[config.mk]
export PLATFORM = sky130hd
export DESIGN_NAME = can_power_init_mode_ctrl
export DESIGN_NICKNAME = d
export VERILOG_FILES = /design/src/can_mode_pkg.sv /design/src/can_power_init_mode_ctrl.sv
export VERILOG_INCLUDE_DIRS = /design/src /design/src/src
export SDC_FILE = /design/constraint.sdc
export NUM_CORES = 1
export LEC_CHECK = 0
export BUFFER_PORTS_ARGS = -buffer_cell sky130_fd_sc_hd__buf_2
export CORE_UTILIZATION = 58
export CTS_BUF_LIST = sky130_fd_sc_hd__clkbuf_8
export CTS_CLUSTER_DIAMETER = 40
export DETAILED_ROUTE_END_ITERATION = 8
export PLACE_DENSITY = 0.82
export SLEW_MARGIN = 10
export SYNTH_ARGS = -nofsm -noshare
export SYNTH_HDL_FRONTEND = slang
export SYNTH_SLANG_ARGS = --single-unit
[constraint.sdc]
create_clock -name clock_in -period 2.5 [get_ports clock_in]
set_input_delay 0.5 -clock clock_in [delete_from_list [all_inputs] [get_ports clock_in]]
set_output_delay 0.5 -clock clock_in [all_outputs]
set_load 0.005 [all_outputs]
[src/can_mode_defines.svh]
// timing counts and reset values for the can mode controller
`ifndef CAN_MODE_DEFINES_SVH
`define CAN_MODE_DEFINES_SVH
`define CLK_FREQ_HZ        25000000
`define BIT_TIME_NS        2000
`define BIT_CYCLES         ((`BIT_TIME_NS * (`CLK_FREQ_HZ / 1000000) + 999) / 1000)
`define IDLE_BITS          11
`define BUSOFF_GROUPS      128
`define GLITCH_TIME_NS     480
`define GLITCH_CYCLES      ((`GLITCH_TIME_NS * (`CLK_FREQ_HZ / 1000000) + 999) / 1000)
`define RECOVERY_TIME_NS   1000
`define RECOVERY_CYCLES    ((`RECOVERY_TIME_NS * (`CLK_FREQ_HZ / 1000000) + 999) / 1000)
`define INIT_CAN_STAGES    3
`define RECESSIVE          1'b1
`endif

[src/can_mode_pkg.sv]
// types for the can mode controller
package can_mode_pkg;
  typedef enum logic [2:0] {
    MODE_NORMAL,
    MODE_SLEEP_PEND,
    MODE_SLEEP,
    MODE_INIT,
    MODE_POWER_DOWN,
    MODE_RECOVER
  } mode_e;

  typedef struct packed {
    logic       wake_irq_flag;
    logic       status_change_flag;
    logic       overrun_flag;
    logic       rx_full_flag;
    logic [2:0] tx_empty_flags;
  } irq_flags_s;

  typedef struct packed {
    logic       wake_irq_enable;
    logic       status_change_irq_enable;
    logic       overrun_irq_enable;
    logic       rx_full_irq_enable;
    logic [2:0] tx_empty_irq_enables;
  } irq_enables_s;

  typedef struct packed {
    logic wake;
    logic error;
    logic rx;
    logic tx;
  } irq_lines_s;
endpackage : can_mode_pkg

[src/can_power_init_mode_ctrl.sv]
// sleep, initialization and power-down mode controller of a can node
// Operation
// - sleep request clear ignored until sleep active
// - wait eleven recessive bits after wake-up
// - keep rx buffers, run deferred actions on wake
// - bus-off recovery count resumes after sleep
// - init aborts traffic, transmit pin recessive
// - init stops engine, resets control registers
// - config registers writable only in init
// - init request handshaked across clock domains
// - init acknowledge once all parts initialised
// - init request clear ignored until acknowledged
// - power-down on stop, or wait with stop_in_wait
// - power-down halts traffic, transmit pin recessive
// - power-down stops clocks, blocks register access
// - recovery delay after power-down without sleep
// - wake on bus activity when enabled
// - optional glitch filter on wake input
// - wake and error interrupts with enables
// - receive and transmit interrupts with enables
// - leave sleep only by activity, clear or init request
// - wake disabled masks receive input recessive in sleep
// - sleep entered after traffic finishes
`timescale 1ns/1ns
`default_nettype none
`include "can_mode_defines.svh"
module can_power_init_mode_ctrl (
  input  wire logic                     clock_in,
  input  wire logic                     rst_in,
  input  wire logic                     sleep_request_set_in,
  input  wire logic                     sleep_request_clr_in,
  input  wire logic                     init_request_set_in,
  input  wire logic                     init_request_clr_in,
  input  wire logic                     stop_in_wait_in,
  input  wire logic                     wake_enable_in,
  input  wire logic                     wake_filter_select_in,
  input  wire logic                     cpu_stop_in,
  input  wire logic                     cpu_wait_in,
  input  wire logic                     bus_rx_pin_in,
  input  wire logic                     engine_tx_in,
  input  wire logic                     tx_pending_in,
  input  wire logic                     rx_active_in,
  input  wire logic                     bus_off_in,
  input  wire logic                     config_write_in,
  input  wire can_mode_pkg::irq_flags_s   irq_flags_in,
  input  wire can_mode_pkg::irq_enables_s irq_enables_in,
  output logic                          sleep_request_out,
  output logic                          sleep_acknowledge_out,
  output logic                          init_request_out,
  output logic                          init_acknowledge_out,
  output logic                          bus_tx_pin_out,
  output logic                          engine_rx_out,
  output logic                          engine_run_out,
  output logic                          engine_abort_out,
  output logic                          synchronized_out,
  output logic                          regs_reset_out,
  output logic                          config_write_en_out,
  output logic                          reg_access_en_out,
  output logic                          clocks_on_out,
  output logic                          deferred_run_out,
  output logic                          busoff_count_run_out,
  output logic                          wake_event_out,
  output can_mode_pkg::irq_lines_s      irq_out
);

  // ==========================================================
  // pin input synchronisers
  logic [2:0] rx_sync_q;
  logic       rx_q;
  always_ff @(posedge clock_in) begin
    if (rst_in) begin
      rx_sync_q <= {3{`RECESSIVE}};
      rx_q      <= `RECESSIVE;
    end else begin
      rx_sync_q <= {rx_sync_q[1:0], bus_rx_pin_in};
      if (rx_sync_q[1] == rx_sync_q[2]) begin
        rx_q <= rx_sync_q[2];
      end
    end
  end

  // ==========================================================
  // request synchronisers into the can domain, acknowledge synchronisers back
  logic [1:0] sleep_sync_q;
  logic [`INIT_CAN_STAGES-1:0] init_sync_q;
  logic [1:0] sack_sync_q;
  logic [1:0] iack_sync_q;
  logic       sleep_request_q;
  logic       init_request_q;
  logic       sleep_core_q;
  logic       init_core_q;
  can_mode_pkg::mode_e mode_q;
  always_ff @(posedge clock_in) begin
    if (rst_in) begin
      sleep_sync_q <= 2'h0;
      init_sync_q  <= '1;
      sack_sync_q  <= 2'h0;
      iack_sync_q  <= 2'h3;
    end else begin
      sleep_sync_q <= {sleep_sync_q[0], sleep_request_q};
      init_sync_q  <= {init_sync_q[`INIT_CAN_STAGES-2:0], init_request_q};
      sack_sync_q  <= {sack_sync_q[0], sleep_core_q};
      iack_sync_q  <= {iack_sync_q[0], init_core_q};
    end
  end

  // ==========================================================
  // software request bits
  logic sleep_ack_q;
  logic init_ack_q;
  always_ff @(posedge clock_in) begin
    if (rst_in) begin
      sleep_request_q <= 1'b0;
      init_request_q  <= 1'b1;
      sleep_ack_q     <= 1'b0;
      init_ack_q      <= 1'b1;
    end else if (mode_q != can_mode_pkg::MODE_POWER_DOWN) begin
      sleep_ack_q <= sack_sync_q[1] & sleep_request_q;
      init_ack_q  <= iack_sync_q[1] & init_request_q;
      if (sleep_request_set_in) begin
        sleep_request_q <= 1'b1;
      end else if (sleep_request_clr_in && sleep_ack_q) begin
        sleep_request_q <= 1'b0;
      end else if (wake_event_out) begin
        sleep_request_q <= 1'b0;
      end
      if (init_request_set_in) begin
        init_request_q <= 1'b1;
      end else if (init_request_clr_in && init_ack_q) begin
        init_request_q <= 1'b0;
      end
    end
  end

  // ==========================================================
  // wake-up glitch filter
  logic [9:0] glitch_cnt_q;
  logic       wake_seen;
  always_ff @(posedge clock_in) begin
    if (rst_in || rx_q == `RECESSIVE || !wake_enable_in
        || mode_q != can_mode_pkg::MODE_SLEEP) begin
      glitch_cnt_q <= 10'h000;
    end else if (glitch_cnt_q != 10'(`GLITCH_CYCLES)) begin
      glitch_cnt_q <= glitch_cnt_q + 10'h001;
    end
  end
  assign wake_seen = wake_filter_select_in ? (glitch_cnt_q == 10'(`GLITCH_CYCLES))
                                           : (rx_q != `RECESSIVE);

  // ==========================================================
  // mode state machine
  logic       power_down;
  logic       slept_q;
  logic [9:0] rec_cnt_q;
  logic       woke_q;
  assign power_down = cpu_stop_in | (cpu_wait_in & stop_in_wait_in);
  always_ff @(posedge clock_in) begin
    if (rst_in) begin
      mode_q         <= can_mode_pkg::MODE_INIT;
      sleep_core_q   <= 1'b0;
      init_core_q    <= 1'b1;
      slept_q        <= 1'b0;
      rec_cnt_q      <= 10'h000;
      wake_event_out <= 1'b0;
      woke_q         <= 1'b0;
    end else begin
      wake_event_out <= 1'b0;
      // stale synchronised sleep request after a bus wake must not re-enter sleep
      if (!sleep_sync_q[1]) begin
        woke_q <= 1'b0;
      end
      if (power_down && mode_q != can_mode_pkg::MODE_POWER_DOWN) begin
        slept_q <= (mode_q == can_mode_pkg::MODE_SLEEP);
        mode_q  <= can_mode_pkg::MODE_POWER_DOWN;
      end else begin
        case (mode_q)
          can_mode_pkg::MODE_NORMAL: begin
            if (init_sync_q[`INIT_CAN_STAGES-1]) begin
              mode_q      <= can_mode_pkg::MODE_INIT;
              init_core_q <= 1'b1;
            end else if (sleep_sync_q[1] && !woke_q) begin
              mode_q <= can_mode_pkg::MODE_SLEEP_PEND;
            end
          end
          can_mode_pkg::MODE_SLEEP_PEND: begin
            if (init_sync_q[`INIT_CAN_STAGES-1]) begin
              mode_q      <= can_mode_pkg::MODE_INIT;
              init_core_q <= 1'b1;
            end else if (!sleep_sync_q[1]) begin
              mode_q <= can_mode_pkg::MODE_NORMAL;
            end else if (!tx_pending_in && !rx_active_in) begin
              mode_q       <= can_mode_pkg::MODE_SLEEP;
              sleep_core_q <= 1'b1;
            end
          end
          can_mode_pkg::MODE_SLEEP: begin
            if (init_sync_q[`INIT_CAN_STAGES-1]) begin
              mode_q      <= can_mode_pkg::MODE_INIT;
              init_core_q <= 1'b1;
            end else if (!sleep_sync_q[1] || (wake_enable_in && wake_seen)) begin
              mode_q         <= can_mode_pkg::MODE_NORMAL;
              sleep_core_q   <= 1'b0;
              wake_event_out <= wake_enable_in & wake_seen;
              woke_q         <= wake_enable_in & wake_seen;
            end
          end
          can_mode_pkg::MODE_INIT: begin
            sleep_core_q <= 1'b0;
            if (!init_sync_q[`INIT_CAN_STAGES-1]) begin
              mode_q      <= can_mode_pkg::MODE_NORMAL;
              init_core_q <= 1'b0;
            end
          end
          can_mode_pkg::MODE_POWER_DOWN: begin
            if (!power_down) begin
              rec_cnt_q <= 10'h000;
              mode_q <= slept_q ? can_mode_pkg::MODE_SLEEP
                                : can_mode_pkg::MODE_RECOVER;
            end
          end
          can_mode_pkg::MODE_RECOVER: begin
            rec_cnt_q <= rec_cnt_q + 10'h001;
            if (rec_cnt_q == 10'(`RECOVERY_CYCLES - 1)) begin
              mode_q       <= init_core_q ? can_mode_pkg::MODE_INIT
                                          : can_mode_pkg::MODE_NORMAL;
              sleep_core_q <= 1'b0;
            end
          end
          default: mode_q <= can_mode_pkg::MODE_INIT;
        endcase
      end
    end
  end

  // ==========================================================
  // bus resynchronisation after wake or init
  logic [7:0] bit_cnt_q;
  logic [3:0] rec_bits_q;
  logic       engine_on;
  assign engine_on = (mode_q == can_mode_pkg::MODE_NORMAL)
                   | (mode_q == can_mode_pkg::MODE_SLEEP_PEND);
  always_ff @(posedge clock_in) begin
    if (rst_in || !engine_on) begin
      bit_cnt_q        <= 8'h00;
      rec_bits_q       <= 4'h0;
      synchronized_out <= 1'b0;
    end else if (rx_q != `RECESSIVE) begin
      bit_cnt_q  <= 8'h00;
      rec_bits_q <= synchronized_out ? rec_bits_q : 4'h0;
    end else if (bit_cnt_q == 8'(`BIT_CYCLES - 1)) begin
      bit_cnt_q <= 8'h00;
      if (rec_bits_q == 4'(`IDLE_BITS - 1)) begin
        synchronized_out <= 1'b1;
      end else begin
        rec_bits_q <= rec_bits_q + 4'h1;
      end
    end else begin
      bit_cnt_q <= bit_cnt_q + 8'h01;
    end
  end

  // ==========================================================
  // registered outputs
  always_ff @(posedge clock_in) begin
    if (rst_in) begin
      bus_tx_pin_out       <= `RECESSIVE;
      engine_rx_out        <= `RECESSIVE;
      engine_run_out       <= 1'b0;
      engine_abort_out     <= 1'b1;
      regs_reset_out       <= 1'b1;
      config_write_en_out  <= 1'b0;
      reg_access_en_out    <= 1'b0;
      clocks_on_out        <= 1'b0;
      deferred_run_out     <= 1'b0;
      busoff_count_run_out <= 1'b0;
      irq_out              <= '0;
    end else begin
      bus_tx_pin_out <= engine_on ? engine_tx_in : `RECESSIVE;
      engine_rx_out  <= (mode_q == can_mode_pkg::MODE_SLEEP && !wake_enable_in)
                        ? `RECESSIVE : rx_q;
      engine_run_out   <= engine_on & synchronized_out;
      engine_abort_out <= (mode_q == can_mode_pkg::MODE_INIT)
                        | (mode_q == can_mode_pkg::MODE_POWER_DOWN);
      regs_reset_out   <= (mode_q == can_mode_pkg::MODE_INIT);
      config_write_en_out <= (mode_q == can_mode_pkg::MODE_INIT) & init_ack_q
                           & config_write_in;
      reg_access_en_out <= (mode_q != can_mode_pkg::MODE_POWER_DOWN);
      clocks_on_out     <= engine_on | (mode_q == can_mode_pkg::MODE_RECOVER);
      deferred_run_out  <= engine_on;
      busoff_count_run_out <= engine_on & bus_off_in;
      irq_out.wake  <= irq_flags_in.wake_irq_flag & irq_enables_in.wake_irq_enable;
      irq_out.error <= (irq_flags_in.status_change_flag
                        & irq_enables_in.status_change_irq_enable)
                     | (irq_flags_in.overrun_flag & irq_enables_in.overrun_irq_enable);
      irq_out.rx    <= irq_flags_in.rx_full_flag & irq_enables_in.rx_full_irq_enable;
      irq_out.tx    <= |(irq_flags_in.tx_empty_flags
                         & irq_enables_in.tx_empty_irq_enables);
    end
  end

  assign sleep_request_out     = sleep_request_q;
  assign sleep_acknowledge_out = sleep_ack_q;
  assign init_request_out      = init_request_q;
  assign init_acknowledge_out  = init_ack_q;

endmodule : can_power_init_mode_ctrl
`default_nettype wire

### After elaboration in Yosys (flattened, before gate mapping)

Index checks and enable logic that the tools add are counted.

| cells by class | value |
|---|---|
| add/subtract/negate cells | 4 |
| multiply operators | 0 |
| divide/modulo/power cells | 0 |
| magnitude comparators | 0 |
| equal/unequal tests | 31 |
| shift operators | 0 |
| mux-type cells | 41 |
| bitwise gates (word level) | 23 |
| reductions and logical operators | 38 |

Operators by type and width:

| operator | count |
|---|---|
| 2-to-1 mux 3 bit | 12 |
| adder 10 x 1 -> 10 bit, second input constant | 2 |
| case mux 10 bit (2 select lines) | 1 |
| 2-to-1 mux 1 bit | 19 |
| != test 2 bit, second input constant | 9 |
| case mux 3 bit (6 select lines) | 1 |
| 2-to-1 mux 4 bit | 4 |
| AND 1 bit | 12 |
| != test 3 bit, second input constant | 4 |
| == test 10 x 4 -> 1 bit, second input constant | 1 |
| == test 10 x 5 -> 1 bit, second input constant | 1 |
| 2-to-1 mux 10 bit | 1 |
| != test 10 x 4 -> 1 bit, second input constant | 1 |
| AND reduction 3 bit | 3 |
| OR reduction 3 bit | 3 |
| adder 8 x 1 -> 8 bit, second input constant | 1 |
| == test 8 x 6 -> 1 bit, second input constant | 1 |
| != test 4 bit, second input constant | 2 |
| AND reduction 8 bit | 1 |
| logical AND 1 bit | 7 |
| == test 3 x 2 -> 1 bit, second input constant | 2 |
| == test 3 bit, second input constant | 2 |
| zero test 1 bit | 6 |
| != test 2 x 1 -> 1 bit, second input constant | 3 |
| 22 further kinds | 38 |

| word-level totals | value |
|---|---|
| register bits after elaboration | 72 |
| bits in latches | 0 |
| memory bits (writable) | 0 |
| ROM bits | 0 |
| word-level logic and storage cells | 172 |
| memories | 0 |

### Logic depth before layout (Yosys ltp)

| depth | value |
|---|---|
| depth in word-level cells | 8 |
| depth in mapped cells | 8 |
| depth with buffers taken out | 7 |

### Worst setup path before layout

Ideal clock, no wire load.

| path | value |
|---|---|
| path kind | reg-to-reg |
| start point | register glitch_cnt_q[0] |
| end point | register mode_q[2] |
| data arrival time | 2041 ps |
| required time | 2379 ps |
| setup slack | 338 ps |
| cell stages (with the launch flop) | 8 |
| buffers on the path | 0 |
| clock period less this slack | 2162 ps |
| cells stage by stage | dfxtp_1 inv_1 ha_1 or4b_4 nor4_4 o21ai_2 a221o_2 mux2_4 |

| on the way | value |
|---|---|
| longest elaborated chain between the ends | 6 |

Ends and longest elaborated chain:

| what | line | text |
|---|---|---|
| from (decl) | can_power_init_mode_ctrl.sv:137 | `logic [9:0] glitch_cnt_q;` |
| from (signal assigned) | can_power_init_mode_ctrl.sv:144 | `glitch_cnt_q <= glitch_cnt_q + 10'h001;` |
| == test 10 x 4 -> 1 bit | can_power_init_mode_ctrl.sv:147 | `` assign wake_seen = wake_filter_select_in ? (glitch_cnt_q == 10'(`GLITCH_CYCLES)) `` |
| 2-to-1 mux 1 bit | can_power_init_mode_ctrl.sv:147 |  |
| logical AND 1 bit | can_power_init_mode_ctrl.sv:200 | `end else if (!sleep_sync_q[1] \|\| (wake_enable_in && wake_seen)) begin` |
| logical OR 1 bit | can_power_init_mode_ctrl.sv:200 |  |
| != test 4 bit (no line) | - |  |
| AND reduction 6 bit (no line) | - |  |
| to (signal assigned) | can_power_init_mode_ctrl.sv:198 | `mode_q <= can_mode_pkg::MODE_INIT;` |
| to (signal assigned) | can_power_init_mode_ctrl.sv:201 | `mode_q <= can_mode_pkg::MODE_NORMAL;` |
| to (signal assigned) | can_power_init_mode_ctrl.sv:210 | `mode_q <= can_mode_pkg::MODE_NORMAL;` |
| to (decl) | can_power_init_mode_ctrl.sv:92 | `can_mode_pkg::mode_e mode_q;` |

Every way passes these cells.
A chain may end at the register's enable or synchronous reset.

### Worst setup path after layout

Ends and elaborated chain as after synthesis.

==> flow_summary.json <==
{
  "status": "complete, no violations",
  "syn_area_per_cell_um2": 9.065,
  "r2r_end": "mode_q[2]",
  "final_hold_viol_count": 0,
  "rows": 26,
  "worstPathMaxFanout": 5,
  "cts_buffer_depth": 2,
  "grt_max_degree": 26,
  "hpwl_um": 4330,
  "nets": 434,
  "cts.sinks": 72,
  "clk_latency_ns": 0.35,
  "async_flop_share": 0,
  "routed_wl_um": 6250,
  "viasPerCell": 5.409,
  "synthCells": 343,
  "remaining_drc_errors": 0,
  "cts_resized": 0,
  "hold_buffers": 0,
  "place_ws_ns": 0.2425,
  "rrSetupSlack_ns": 0.22,
  "dr.first_iter.drc_count": 181,
  "power_switching_mw": 0.5540,
  "netlist-cell-type-count": 58,
  "intPower_mw": 1.792,
  "worst_pin_slew_ns": 0.6226,
  "final_common_cell": "dfxtp_1",
  "skew_ns": 0.006040,
  "fmax_mhz": 438.7,
  "ir_drop_mv": 0.4574,
  "htree_levels": 3,
  "path_clk_slew_ns": 0.07,
  "dieArea_um2": 5657,
  "grt_usage": 0.2455,
  "cp.required_ns": 2.74,
  "period_minus_slack_ns": 2.279,
  "io_buffers": 50,
  "fp.dieW_um": 75.22,
  "cts_tree": "yes",
  "cts_made_buffers": 9,
  "r2r.worst_path.cells": 7,
  "antenna_found_initial": 0,
  "synth_seq_cells": 72,
  "setup_ws_ns": 0.2205,
  "gp_congestion": 0.8461,
  "wl_per_cell_um": 13.30,
  "crit_path_end_kind": "flip-flop",
  "crit_path_end": "mode_q[2]",
  "min_path_type": "in -> reg",
  "p_clk_frac": 0.388,
  "grt_pass1_vias": 2383,
  "fin_tns_setup_ns": 0,
  "synth_nets": 382,
  "ys.flop_type": "dfxtp_1",
  "pwr-share-comb": 0.089,
  "drv_slew": 0,
  "ys_warn_count": 0,
  "seq_area_um2": 1441,
  "synth_edf_count": 0,
  "ant_nets": 0,
  "ios": 51,
  "r2r-start": "glitch_cnt_q[0]",
  "drive_above_1_share": 0.2225,
  "synth_area_um2": 3109,
  "setup_viol": 0,
  "multi_input_area_um2": 1560,
  "grt_pass1_wl_um": 10420,
  "relSlewSlack": 0.5831,
  "seqPwrFrac": 0.523,
  "p_leak_nw": 1.466,
  "p_per_area_nw_per_um2": 653.9,
  "syn_to_final_growth_pct": 15.37,
  "switching_share": 0.2362,
  "placed_cell_area_um2": 3388,
  "crit_type": "reg -> reg",
  "core_area_um2": 5140,
  "cap_violations": 0,
  "drt-pass1-iter-count": 4,
  "final_cell_mix": "72 x dfxtp_1, 50 x buf_2, 41 x nor2_1",
  "antenna_cells": 0,
  "period_share": 0.9118,
  "vias": 2542,
  "yosysSeqAreaShare": 0.4636,
  "cts_root_buf": "clkbuf_8",
  "cp.arrival_ns": 2.52,
  "startpoint": "glitch_cnt_q[0]",
  "stdcell_area_um2": 3587,
  "initial_core_util": 0.6049,
  "grt_setup_unrepaired": "no",
  "start_kind": "flip-flop",
  "cts_setup_buffers": 0,
  "n_fill_cell": 431,
  "grt_overflow": 0,
  "die_h_um": 75.22
}
-- stage by stage --
step,std cells,hold slack (ns),util,total power [mW]
after global placement,454,0.3931,0.6592,1.452
after detailed placement,454,0.3958,0.6592,1.456
after floorplan,343,0.3895,-,1.394
after CTS,470,0.3286,0.6979,2.367
after global routing,470,0.3399,0.6979,2.448
final,470,0.3353,0.6979,2.346
-- power by group through the flow --
stage                     Sequential [mW]  Combinational, mW  Clock (mW)
after global placement               1.25              0.201           0
after floorplan                      1.23              0.167           0
after detailed placement             1.25              0.205           0
final                                1.23              0.209       0.910
after CTS                            1.23              0.208       0.933
after global routing                 1.23              0.235       0.979
-- worst min-delay path by stage --
stage / startpoint / end / slack, ns / cells past startpoint
2_1_floorplan: iack_sync_q[0] / iack_sync_q[1] / 0.39 / 1
3_3_place_gp: iack_sync_q[0] / iack_sync_q[1] / 0.39 / 1
3_5_place_dp: iack_sync_q[0] / iack_sync_q[1] / 0.40 / 1
4_1_cts: engine_tx_in / bus_tx_pin_out / 0.33 / 2
5_1_grt: bus_rx_pin_in / rx_sync_q[0] / 0.34 / 2
6_report: engine_tx_in / bus_tx_pin_out / 0.34 / 2
-- Yosys cell counts (3+ instances only) --
library cell,n,share of area
dfxtp_1,72,0.46
clkbuf_1,7,0.0085
nand2b_1,9,0.018
or2_2,10,0.020
nor2_1,41,0.049
nand2_1,31,0.037
and3b_1,3,0.0085
buf_6,3,0.011
o21ai_0,14,0.023
inv_1,9,0.011
and2_1,4,0.0080
a21oi_1,22,0.035
and3_1,6,0.012
nand3_1,14,0.023
o21bai_1,4,0.0097
or3_1,9,0.018
xor2_1,13,0.037
nand4_1,6,0.012
nor2b_1,8,0.016
ha_1,8,0.032
xnor2_1,4,0.011
-- cells by family (layout without fill, tap and decap cells) --
kind of cell	count (synthesis)	in the layout	share of synthesized area
buffers and inverters	20	77	0.03461
AOI/OAI and AO/OA	66	66	0.1368
muxes	4	4	0.01489
adders and majority gates	8	8	0.03219
xor gates and xnor gates	17	17	0.04789
and+or+nand+nor	156	156	0.2700
DFF	72	72	0.4636
-- sequential cells by signal (all words and copies together), names as in the netlist, 2 cells and up --
register and cells:
irq_out 4, rec_bits_q 4, iack_sync_q 2, rx_sync_q 3
sack_sync_q 2, bit_cnt_q 8, init_sync_q 3, mode_q 3
sleep_sync_q 2, rec_cnt_q 10, glitch_cnt_q 10
-- critical path, cell delays in order (launching register included) --
cell and delay (ns):
dfxtp_1 0.35, inv_1 0.07, ha_1 0.14, or4b_4 0.48, nor4_4 0.30, o21ai_2 0.10
a221o_2 0.43, mux2_4 0.30
-- cell type report --
class	count	area share
multi-input combinational	251	0.4350
tap	70	0.02442
sequential	72	0.4018
timing repair buffer	52	0.07394
inverter	9	0.009418
clock buffer	11	0.04220
clock inverter	5	0.01325
-- routing by layer --
layer  part of all wire  vias to the layer above  global-route usage
met5                  0                        -                   0
met4              0.019                        0             0.09877
met3              0.057                       11             0.07898
met2               0.49                       73              0.4114
met1               0.43                     1171              0.2926
li1                   -                     1287                   -
(Power assumes the default switching activity.)
